$ cat config.mk
export PLATFORM = sky130hd
export DESIGN_NAME = spds_sequencer
export DESIGN_NICKNAME = d
export VERILOG_FILES = /design/src/spds_clk_watch.v /design/src/spds_sequencer.v
export VERILOG_INCLUDE_DIRS = /design/src /design/src/src
export SDC_FILE = /design/constraint.sdc
export NUM_CORES = 1
export LEC_CHECK = 0
export BUFFER_PORTS_ARGS = -buffer_cell sky130_fd_sc_hd__buf_2
export CAP_MARGIN = 5
export CORE_ASPECT_RATIO = 1.1
export CORE_MARGIN = 2
export CORE_UTILIZATION = 55
export CTS_CLUSTER_DIAMETER = 200
export DETAILED_ROUTE_END_ITERATION = 7
export PLACE_DENSITY = 0.81
export REMOVE_ABC_BUFFERS = 1
export SYNTH_ARGS = -nofsm -noshare
export SYNTH_HDL_FRONTEND = slang
export SYNTH_HIERARCHICAL = 1
export SYNTH_SLANG_ARGS = --single-unit
$ cat constraint.sdc
create_clock -name i_clock -period 1.85 [get_ports i_clock]
set_input_delay 0.0925 -clock i_clock [delete_from_list [all_inputs] [get_ports i_clock]]
set_output_delay 0.0925 -clock i_clock [all_outputs]
set_load 0.03 [all_outputs]
$ cat src/spds_map.vh
`ifndef SPDS_MAP_VH
`define SPDS_MAP_VH
// Register addresses on the configuration port (9-bit address space)
`define SPDS_ADDR_PLL_SOFT_RESET    9'h008
`define SPDS_ADDR_CLKGEN_SOFT_RESET 9'h009
`define SPDS_ADDR_CORE_SOFT_RESET   9'h00a
`define SPDS_ADDR_PLL_POWER         9'h010
`define SPDS_ADDR_CLK_MGMT_CONFIG   9'h014
`define SPDS_ADDR_CLK_DIST_CONFIG   9'h020
`define SPDS_ADDR_LOGIC_BLOCK_EN    9'h022
`define SPDS_ADDR_COLUMN_MUX_EN     9'h028
`define SPDS_ADDR_FRONT_END_EN      9'h030
`define SPDS_ADDR_BIAS_EN           9'h040
`define SPDS_ADDR_CHARGE_PUMP_CFG   9'h048
`define SPDS_ADDR_SERIAL_TX_EN      9'h070
`define SPDS_ADDR_SEQ_CONTROL       9'h0c0
// Register count (the indices below are 4-bit)
`define SPDS_NREG                   13
// Register file indices, one entry per mapped address
`define SPDS_IDX_PLL_SOFT_RESET     4'h0
`define SPDS_IDX_CLKGEN_SOFT_RESET  4'h1
`define SPDS_IDX_CORE_SOFT_RESET    4'h2
`define SPDS_IDX_PLL_POWER          4'h3
`define SPDS_IDX_CLK_MGMT_CONFIG    4'h4
`define SPDS_IDX_CLK_DIST_CONFIG    4'h5
`define SPDS_IDX_LOGIC_BLOCK_EN     4'h6
`define SPDS_IDX_COLUMN_MUX_EN      4'h7
`define SPDS_IDX_FRONT_END_EN       4'h8
`define SPDS_IDX_BIAS_EN            4'h9
`define SPDS_IDX_CHARGE_PUMP_CFG    4'ha
`define SPDS_IDX_SERIAL_TX_EN       4'hb
`define SPDS_IDX_SEQ_CONTROL        4'hc
// Field positions
`define SPDS_SEQ_EN_BIT             0
`define SPDS_SHUTTER_LSB            1
`define SPDS_SHUTTER_MSB            6
`define SPDS_SUBSAMPLE_LSB          7
`define SPDS_SUBSAMPLE_MSB          8
`define SPDS_CP_ENABLE_LSB          0
`define SPDS_CP_ENABLE_MSB          1
// Values
`define SPDS_ZERO16                 16'h0000
`define SPDS_CORE_RESET_ASSERTED    16'h0999
`define SPDS_CLKGEN_RESET_ASSERTED  16'h0009
`define SPDS_PLL_RESET_ASSERTED     16'h0099
// Clock-stop watchdog: clock gaps longer than this many cycles count as stopped
`define SPDS_CLK_GAP_CYCLES         8'h10
// Device states
`define SPDS_ST_STANDBY             2'h0
`define SPDS_ST_IDLE                2'h1
`define SPDS_ST_RUNNING             2'h2
`define SPDS_ST_UNDEFINED           2'h3
`endif

$ cat src/spds_clk_watch.v
`timescale 1ns/1ps
`default_nettype none
`include "spds_map.vh"
// Watches the sampled sensor input clock; flags a stop while not in reset
module spds_clk_watch (
  // Clock and reset
  input  wire       i_clock,
  input  wire       i_nrst,
  // Observed clock and reset state
  input  wire       i_sensor_clk,
  input  wire       i_in_reset,
  // Result
  output reg        o_unsafe_stop
);
  reg       clk_d;   // Previous sample of the sensor clock
  reg [7:0] gap;     // Cycles since the last sensor clock edge

  ////////////////////////////////////////////////////////////////////////
  // Count cycles without an edge; a stop outside reset loses PLL lock
  always @(posedge i_clock or negedge i_nrst) begin
    if (!i_nrst) begin
      clk_d         <= 1'b0;
      gap           <= 8'h00;
      o_unsafe_stop <= 1'b0;
    end else begin
      clk_d <= i_sensor_clk;
      if (clk_d != i_sensor_clk) begin
        gap <= 8'h00;
      end else if (gap != `SPDS_CLK_GAP_CYCLES) begin
        gap <= gap + 8'h01;
      end
      // Sticky until device reset: state is unknown once lock is lost
      if (gap == `SPDS_CLK_GAP_CYCLES && !i_in_reset) begin
        o_unsafe_stop <= 1'b1;
      end
    end
  end
endmodule // spds_clk_watch
`default_nettype wire

$ cat src/spds_sequencer.v
// Summary of operation
// Writing 192 bit0 low stops acquisition, idle
// Host keeps mode bits when clearing enable
// Host disables tx, front end, column mux
// Host then charge pump, bias, soft reset
// After power down writes, device in standby
// Host writes 34, 32, then 9 for part two
// Value 0x200C or 0x2004 with PLL modes
// Value 0x2008 or 0x2000 without PLL
// Host stops PLL, resets it, writes 20
// Reset device before the input clock stops
// Watched clock is PLL or serial clock
// Rate, exposure, gain change in any state
// Windowing, subsampling change in any state
// Shutter mode changes only standby or idle
// Writing 192 bit0 high starts acquisition
// Static registers written only when stopped; block takes them in any state
// Writing zero to 10 releases soft reset
// Host orders the whole shutdown sequence
`timescale 1ns/1ps
`default_nettype none
`include "spds_map.vh"
module spds_sequencer (
  // Clock and reset
  input  wire        i_clock,
  input  wire        i_nrst,
  // Register write/read port (decoded configuration port)
  input  wire        i_wr,
  input  wire        i_rd,
  input  wire [8:0]  i_addr,
  input  wire [15:0] i_wdata,
  output reg  [15:0] o_rdata,
  output reg         o_rvalid,
  // Clock selection: 1 when the PLL is bypassed
  input  wire        i_pll_bypass,
  input  wire        i_pll_ref_clk,
  input  wire        i_serial_clk,
  // Block enables and status
  output wire        o_acquiring,
  output wire [1:0]  o_state,
  output wire        o_standby,
  output wire        o_core_in_reset,
  output wire        o_clocks_stopped,
  output wire        o_unsafe_stop,
  output wire        o_serial_tx_on,
  output wire        o_front_end_on,
  output wire        o_column_mux_on,
  output wire        o_bias_on,
  output wire        o_charge_pump_on,
  output wire        o_shutter_refused
);
  reg  [15:0] regs [0:`SPDS_NREG-1]; // Register file, one entry per address
  reg  [3:0]  widx;                  // Decoded index of i_addr
  reg         hit;                   // Address is mapped
  reg         shutter_refused;       // Sticky: shutter change attempted while running
  reg  [1:0]  state;                 // Current device state
  reg  [1:0]  next_state;            // State after this cycle
  wire [15:0] seq_ctl;               // Sequencer control word
  wire        sensor_clk;            // Clock the watchdog observes
  wire        in_reset;              // Core held in soft reset

  // Device states; the undefined state is only left through i_nrst
  localparam [1:0] ST_STANDBY   = `SPDS_ST_STANDBY;   // Soft reset held, blocks off
  localparam [1:0] ST_IDLE      = `SPDS_ST_IDLE;      // Configured, not grabbing frames
  localparam [1:0] ST_RUNNING   = `SPDS_ST_RUNNING;   // Sequencer grabbing frames
  localparam [1:0] ST_UNDEFINED = `SPDS_ST_UNDEFINED; // Clock lost outside reset

  ////////////////////////////////////////////////////////////////////////
  // Address decode to register index
  // Unmapped addresses clear hit, so writes to them are dropped and reads
  // return zero; the index then rests at entry zero but is never used.
  // Only the mapped addresses get storage, which keeps the file small.
  always @* begin
    hit  = 1'b1;
    widx = 4'h0;
    case (i_addr)
      `SPDS_ADDR_PLL_SOFT_RESET:    widx = `SPDS_IDX_PLL_SOFT_RESET;
      `SPDS_ADDR_CLKGEN_SOFT_RESET: widx = `SPDS_IDX_CLKGEN_SOFT_RESET;
      `SPDS_ADDR_CORE_SOFT_RESET:   widx = `SPDS_IDX_CORE_SOFT_RESET;
      `SPDS_ADDR_PLL_POWER:         widx = `SPDS_IDX_PLL_POWER;
      `SPDS_ADDR_CLK_MGMT_CONFIG:   widx = `SPDS_IDX_CLK_MGMT_CONFIG;
      `SPDS_ADDR_CLK_DIST_CONFIG:   widx = `SPDS_IDX_CLK_DIST_CONFIG;
      `SPDS_ADDR_LOGIC_BLOCK_EN:    widx = `SPDS_IDX_LOGIC_BLOCK_EN;
      `SPDS_ADDR_COLUMN_MUX_EN:     widx = `SPDS_IDX_COLUMN_MUX_EN;
      `SPDS_ADDR_FRONT_END_EN:      widx = `SPDS_IDX_FRONT_END_EN;
      `SPDS_ADDR_BIAS_EN:           widx = `SPDS_IDX_BIAS_EN;
      `SPDS_ADDR_CHARGE_PUMP_CFG:   widx = `SPDS_IDX_CHARGE_PUMP_CFG;
      `SPDS_ADDR_SERIAL_TX_EN:      widx = `SPDS_IDX_SERIAL_TX_EN;
      `SPDS_ADDR_SEQ_CONTROL:       widx = `SPDS_IDX_SEQ_CONTROL;
      default:                      hit  = 1'b0;
    endcase
  end

  // Sequencer control: enable bit, shutter field and subsampling field
  assign seq_ctl = regs[`SPDS_IDX_SEQ_CONTROL];

  ////////////////////////////////////////////////////////////////////////
  // Register storage; reset value zero means powered down, sequencer off
  // Every entry takes any value in any state, except that the shutter field
  // of the sequencer control word is frozen while frames are being grabbed.
  // The host keeps the static words untouched while running; the block does
  // not police that, since a stray static write only disturbs image quality.
  // One process per entry keeps each word's write enable local to it.
  genvar g;
  generate
    for (g = 0; g < `SPDS_NREG; g = g + 1) begin : g_reg
      always @(posedge i_clock or negedge i_nrst) begin
        if (!i_nrst) begin
          regs[g] <= `SPDS_ZERO16;
        end else if (i_wr && hit && widx == g) begin
          if (g == `SPDS_IDX_SEQ_CONTROL && state == ST_RUNNING) begin
            // Shutter field frozen while running; enable and others take effect
            regs[g] <= {i_wdata[15:`SPDS_SHUTTER_MSB+1],
                        regs[g][`SPDS_SHUTTER_MSB:`SPDS_SHUTTER_LSB],
                        i_wdata[`SPDS_SEQ_EN_BIT]};
          end else begin
            regs[g] <= i_wdata; // Accepted in any state
          end
        end
      end
    end
  endgenerate

  ////////////////////////////////////////////////////////////////////////
  // Sticky flag for a shutter change attempted while running
  // A rewrite of the same shutter value is harmless and is not flagged.
  // Only i_nrst clears it, so software can poll it after a whole sequence.
  always @(posedge i_clock or negedge i_nrst) begin
    if (!i_nrst) begin
      shutter_refused <= 1'b0;
    end else if (i_wr && hit && widx == `SPDS_IDX_SEQ_CONTROL && state == ST_RUNNING &&
                 i_wdata[`SPDS_SHUTTER_MSB:`SPDS_SHUTTER_LSB] !=
                 seq_ctl[`SPDS_SHUTTER_MSB:`SPDS_SHUTTER_LSB]) begin
      shutter_refused <= 1'b1;
    end
  end

  ////////////////////////////////////////////////////////////////////////
  // Read port: one-cycle registered answer, unmapped reads return zero
  // Read data holds between reads so a slow host can pick it up late;
  // a write and a read in the same cycle return the old word.
  always @(posedge i_clock or negedge i_nrst) begin
    if (!i_nrst) begin
      o_rdata  <= `SPDS_ZERO16;
      o_rvalid <= 1'b0;
    end else begin
      o_rvalid <= i_rd;
      if (i_rd) begin
        o_rdata <= hit ? regs[widx] : `SPDS_ZERO16;
      end
    end
  end

  ////////////////////////////////////////////////////////////////////////
  // Device state: soft reset means standby, else enable bit picks run/idle
  // Only the exact soft reset word counts as standby; any other value in
  // the core reset register releases it, as the soft power up step expects.
  assign in_reset = (regs[`SPDS_IDX_CORE_SOFT_RESET] == `SPDS_CORE_RESET_ASSERTED);

  // Lost clock outranks everything: the core state cannot be trusted then
  always @* begin
    if (o_unsafe_stop) begin
      next_state = ST_UNDEFINED;
    end else if (in_reset) begin
      next_state = ST_STANDBY;
    end else if (seq_ctl[`SPDS_SEQ_EN_BIT]) begin
      next_state = ST_RUNNING;
    end else begin
      next_state = ST_IDLE;
    end
  end

  // State register; state lags a register write by one more cycle
  always @(posedge i_clock or negedge i_nrst) begin
    if (!i_nrst) begin
      state <= ST_STANDBY;
    end else begin
      case (next_state)
        ST_STANDBY,
        ST_IDLE,
        ST_RUNNING,
        ST_UNDEFINED: state <= next_state;
        default:      state <= ST_STANDBY;
      endcase
    end
  end

  ////////////////////////////////////////////////////////////////////////
  // Clock-stop watchdog on the PLL reference or bypass serial clock
  // The watched clock must be stopped only with the core in soft reset;
  // a stop outside reset is latched and parks the state as undefined.
  // Switching the bypass select may look like one edge; that only restarts
  // the gap count and can never raise a false alarm.
  assign sensor_clk = i_pll_bypass ? i_serial_clk : i_pll_ref_clk;

  spds_clk_watch u_clk_watch (
    .i_clock       (i_clock),
    .i_nrst        (i_nrst),
    .i_sensor_clk  (sensor_clk),
    .i_in_reset    (in_reset),
    .o_unsafe_stop (o_unsafe_stop)
  );

  ////////////////////////////////////////////////////////////////////////
  // Block enables follow their registers; standby gates everything off
  assign o_state          = state;
  assign o_acquiring      = (state == ST_RUNNING);
  assign o_standby        = (state == ST_STANDBY);
  assign o_core_in_reset  = in_reset;
  // Clocks count as stopped only once both the generator and PLL resets hold
  assign o_clocks_stopped = (regs[`SPDS_IDX_CLKGEN_SOFT_RESET] == `SPDS_CLKGEN_RESET_ASSERTED) &&
                            (regs[`SPDS_IDX_PLL_SOFT_RESET] == `SPDS_PLL_RESET_ASSERTED);
  // Soft reset overrides every block enable so standby is always low power
  assign o_serial_tx_on   = !in_reset && (regs[`SPDS_IDX_SERIAL_TX_EN] != `SPDS_ZERO16);
  assign o_front_end_on   = !in_reset && (regs[`SPDS_IDX_FRONT_END_EN] != `SPDS_ZERO16);
  assign o_column_mux_on  = !in_reset && (regs[`SPDS_IDX_COLUMN_MUX_EN] != `SPDS_ZERO16);
  assign o_bias_on        = !in_reset && (regs[`SPDS_IDX_BIAS_EN] != `SPDS_ZERO16);
  // Charge pump runs only with its enable bits set (0x0200 is off)
  assign o_charge_pump_on = !in_reset &&
                            (regs[`SPDS_IDX_CHARGE_PUMP_CFG][`SPDS_CP_ENABLE_MSB:`SPDS_CP_ENABLE_LSB] != 2'h0);
  assign o_shutter_refused = shutter_refused;
endmodule // spds_sequencer
`default_nettype wire

# Word level (Yosys, flattened, before mapping)
# Index checks and enable logic that the tools add are counted.
# classes
addsub	1
n_bitwise	2
eq_ne	36
reduce_logical	36
n_mux	13
order_cmp	1
# op_table
op	count
$bmux 16 s4	1
$reduce_bool 16->1	4
$mux 16	3
$pmux 4 s12	1
$eq 9x6->1 const B	4
$eq 9x4->1 const B	3
$eq 9x7->1 const B	3
$logic_and 1x1->1	23
$eq 4x4->1 const B	5
$eq 9x5->1 const B	2
$eq 16x12->1 const B	1
$eq 16x4->1 const B	1
$eq 16x8->1 const B	1
$eq 4x3->1 const B	4
$mux 8	2
$reduce_or 13->1	1
$eq 9x8->1 const B	1
$add 8x1->8 const B	1
$eq 4x2->1 const B	2
$eq 8x5->1 const B	1
$mux 2	4
$ne 8x5->1 const B	1
$eq 2x2->1 const B	3
$ne 6x6->1	1
other kinds (13)	16
# totals
output_inout_bits	30
input_bits	32
elab_cells	110
regBits	238

# Logic depth before layout (Yosys ltp)
# depth
ltp_word	7
mapped_depth	11
ltp_nobuf	7

# Modules after synthesis
# Netlist, hierarchy kept.
# modules_own_cells
module	instances	seq_area_each_um2	area_each_um2	cells_each
spds_sequencer	1	5705.5	10991.8	914
spds_clk_watch	1	250.2	508.0	50

# Worst setup path after synthesis
# OpenSTA, ideal clock, no wires.
# synth_path
path_type	input to register
start	input i_addr[1]
end	register regs[21] (netlist name)
setup_time_ns	0.125
cell_stages	8
t_arrival_ns	2.261
path_slack_ns	-0.536
path_cell_list	buf_6 > or3_4 > or3_4 > o21a_1 > buf_2 > nor3_2 > buf_4 > mux2_2
# synth_via
elab_chain_cells	5
# synth_rtl
item	line	text
start: declaration	spds_sequencer.v:30	input wire [8:0] i_addr,
parallel branches: the longest is 4 deep, another holds $pmux 4 s12	n/a	
$logic_and 1x1->1 *	spds_sequencer.v:110	end else if (i_wr && hit && widx == g) begin
end signal: indexed assignment	spds_sequencer.v:109	regs[g] <= `SPDS_ZERO16;
end signal: indexed assignment	spds_sequencer.v:113	regs[g] <= {i_wdata[15:`SPDS_SHUTTER_MSB+1],
end signal: indexed assignment	spds_sequencer.v:117	regs[g] <= i_wdata;
end: declaration	spds_sequencer.v:52	reg [15:0] regs [0:`SPDS_NREG-1];
# Every way passes the cells marked *.
# A chain may end at the register's enable or synchronous reset.

# Worst setup path in the final report
# layout_path
start	register regs[62] (netlist name)
end	output o_bias_on
# layout_via
elab_chain_cells	2
# layout_rtl
item	line	text
$reduce_bool 16->1 (no line)	n/a	
$logic_and 1x1->1	spds_sequencer.v:217	assign o_bias_on = !in_reset && (regs[`SPDS_IDX_BIAS_EN] != `SPDS_ZERO16);
end: declaration	spds_sequencer.v:48	output wire o_bias_on,
# No other way between the ends.

==> summary.md <==
| Metric | Value |
|---|---|
| Status | complete, but fails checks |
| Failing checks | negative setup slack |
| WL per Instance | between 20 and 30 um |
| RSZ-0062 raised after global routing | true |
| Setup ws final | -0.773 ns |
| Synth unique cells | 71 |
| Worst Path Required | 1.76 ns |
| Internal Power | roughly 8.5 mW |
| Crit-path max FO | 3 |
| Clock slew at reported path FFs | 0.06 ns |
| Multi-input logic area | around 0.0060 mm^2 |
| H-tree levels | 1 |
| Global route total overflow | 0 |
| Slew @ Worst Pin | 1.13 ns |
| Iter 0 DRT Violations | roughly 1400 |
| Largest net degree at the start of global routing | 70 |
| Max Freq | ~380 MHz |
| Slew Viols, Final | 0 |
| IO Pins | 62 |
| Port-buffer cells | just over 60 |
| Fraction of layout instances using a drive strength above 1 | between 40 and 50% |
| Register area share after synthesis | 51.8% |
| Final setup fails | 33 |
| Post-synthesis instance total | 964 |
| Relative slew slack | 23.8% |
| Startpoint types | register |
| Via count | 10100 |
| Final WL | 42500 um |
| Std-Cell Rows | 55 |
| Critical path arrival | between 2 and 3 ns |
| Placed instance area | 0.0130 mm^2 |
| Vias in the first global route | 9777 |
| Proportion of power drawn by flip-flops and latches | 48.7% |
| Clk sinks | roughly 240 |
| Comb power frac | around a tenth |
| Setup CP Type | register to primary output |
| Initial antenna violation count | 1 |
| CORE AREA | ~0.02 mm^2 |
| Post-synth EDFFs | 0 |
| CTS tree | yes |
| CTS root buf | clkbuf_16 |
| Switch Pwr | 2.87 mW |
| CTS Buf Count | 24 |
| Average vias per placed instance | 7.07 |
| Final routed DRC violation total | 0 |
| Post-Syn Area | 0.0115 mm^2 |
| Max_cap viols | 0 |
| First-pass GRT wire length | approximately 55000 um |
| Ys async rst share | 100% |
| Drt first pass iters | 5 |
| Worst-Skew Late Latency | between 0.5 and 0.6 ns |
| Final period util | 142% |
| Clock share of power | 41.4% |
| N_diodes | 0 |
| Seq cells post-synth | 238 |
| Number of fill cells in the layout | ~1100 |
| Die width | 142 um |
| Clock Skew | 0.0111 ns |
| Fin nets | 1193 |
| Max clock buf depth | 3 |
| P_leak | approximately 7 nW |
| Minimum clock period | 2.62 ns |
| Area Growth Syn to Fin | 32.9% |
| Post-DP HPWL | 22400 um |
| FF/Latch Area | 0.00596 mm^2 |
| Yosys warnings | 6 |
| Maximum vdd ir drop | 0.717 mV |
| Pwr Density | 741 mW/mm^2 |
| Initial Utilization | a little under three fifths |
| Mean post-synth cell area | between 10 and 15 um^2 |
| Antenna-violating nets left | 0 |
| Synth Flop Type | dfrtp_1 |
| Die height | 156 um |
| Total power | 11.3 mW |
| Gpl congestion | around 0.9 |
| Crit end category | primary output |
| Design Area, Final | 0.0153 mm^2 |
| Switching Fraction | 25.4% |
| Total GRT Usage | around a third |
| Die area | 0.0221 mm^2 |
| Hold Fails Final Rpt | 0 |
| Hold WC Path Type | input port to register |
==> critical path, stage by stage (launching register included) <==
cell and delay [ns]:
dfrtp_1 0.42, nor4_1 0.97, buf_4 0.28, a41oi_2 0.14, buf_6 0.18
==> through the flow <==
step / cells / setup TNS (ns) / hold WS [ns] / setup WS [ns] / util [%]
after floorplan: 898 / -286.60 / -0.203 / -2.12 / -
after global placement: 1337 / -117.59 / 0.101 / -0.688 / 63.2
after detailed placement: 1337 / -122.64 / 0.107 / -0.709 / 63.2
after CTS: 1408 / -1.18 / 0.00527 / -0.200 / 69.6
after global routing: 1429 / -4.68 / 0.0403 / -0.720 / 74.3
final: 1429 / -3.90 / 0.00916 / -0.773 / 74.3
==> synthesized netlist by cell type (all sizes together) (10+ instances only) <==
master | n | area, um^2
a211oi | 16 | 125
a21oi | 31 | 155
a22o | 13 | 114
and2 | 15 | 93.8
buf | 36 | 228
clkbuf | 30 | 113
dfrtp | 238 | 5960
inv | 17 | 63.8
mux2 | 201 | 2260
mux2i | 34 | 340
nand2 | 93 | 349
nand3 | 29 | 160
nor2 | 22 | 85.1
nor4 | 31 | 200
nor4b | 10 | 87.6
o21ai | 25 | 140
==> logic make-up after synthesis <==
kind of cell	share of synthesized area, %
AO/OA/AOI/OAI	8.76
flip-flops	51.8
XOR/XNOR	1.07
multiplexers	22.6
adder cells (fa/ha/maj)	0.218
AND/OR/NAND/NOR	12.0
buffers and inverters	3.51
==> timing repair <==
item | 4_1_cts | 5_1_grt
endpoints found under the hold margin | 77 | 1
hold buffers | 13 | 1
pin swaps | 20 | 56
gates resized for setup | 53 | 147
gates cloned | 2 | 7
endpoints found under the setup margin | 162 | 208
buffers inserted | 18 | 18
==> flip-flops by register name, indices dropped and copies added (netlist names) <==
register                   count
o_shutter_refused              1
u_clk_watch/gap                8
u_clk_watch/o_unsafe_stop      1
regs                         192
u_clk_watch/clk_d              1
o_rvalid                       1
o_rdata                       16
o_state                        2
seq_ctl                       16
==> final cells by class <==
type | instances | share of cell area [%]
Timing Repair Buffer | 235 | 14.8
Multi-Input combinational cell | 643 | 38.9
Sequential cell | 238 | 39.0
Inverter | 17 | 0.417
Clock inverter | 3 | 0.0982
Clock buffer | 37 | 4.65
Tap cell | 256 | 2.10
==> power groups by stage <==
stage	Clock, mW	Combinational, mW	Sequential (mW)
floorplan	0	0.411	5.56
global placement	0	0.873	5.56
detailed placement	0	0.904	5.57
CTS	4.60	0.989	5.48
global route	4.89	1.19	5.52
finish	4.69	1.13	5.51
==> per-layer routing <==
layer | vias up | global-route usage, % | wire, um
li1 | 3945 | - | -
met1 | 5009 | 40.1 | 14800
met2 | 863 | 52.3 | 19700
met3 | 286 | 7.83 | 4630
met4 | 2 | 16.8 | 3400
met5 | - | 0 | 13
==> path summary, 6_finish.rpt <==
| kind | from | to | slack (ns) | cells past startpoint |
|---|---|---|---|---|
| max in group asynchronous | i_nrst | regs[84] | 0.95 | 3 |
| max reg2reg | u_clk_watch/gap[0] | u_clk_watch/gap[2] | 0.23 | 5 |
| min reg2reg | o_shutter_refused | o_shutter_refused | 0.46 | 1 |
| min in group asynchronous | i_nrst | regs[109] | 0.14 | 2 |
| min | i_wdata[3] | regs[35] | 0.009 | 3 |
| max | regs[62] | o_bias_on | -0.77 | 4 |
==> placed cells by master (no fill, tap or decap), types with 5 or more instances in the layout <==
cell type,n
a211oi_2,6
nor4b_2,6
nor3_2,5
nand4_1,7
a22o_1,13
nor4_2,9
clkbuf_1,8
a21oi_1,20
a32o_1,9
nand2_1,89
clkbuf_16,33
mux2_2,186
nor4_1,14
a31oi_1,7
xor2_1,9
nand3_2,7
o21ai_1,5
mux2i_2,5
and3_1,6
dfrtp_1,238
buf_8,6
buf_6,35
mux2i_1,27
and2_1,10
buf_12,22
mux2_4,15
nor4_4,8
buf_2,49
buf_4,101
nor2_1,17
o21ai_0,17
a21oi_2,7
nor2b_1,5
nand3_1,22
dlygate4sd3_1,14
a211oi_1,7
inv_1,16
Power figures use the tool's default switching activity.
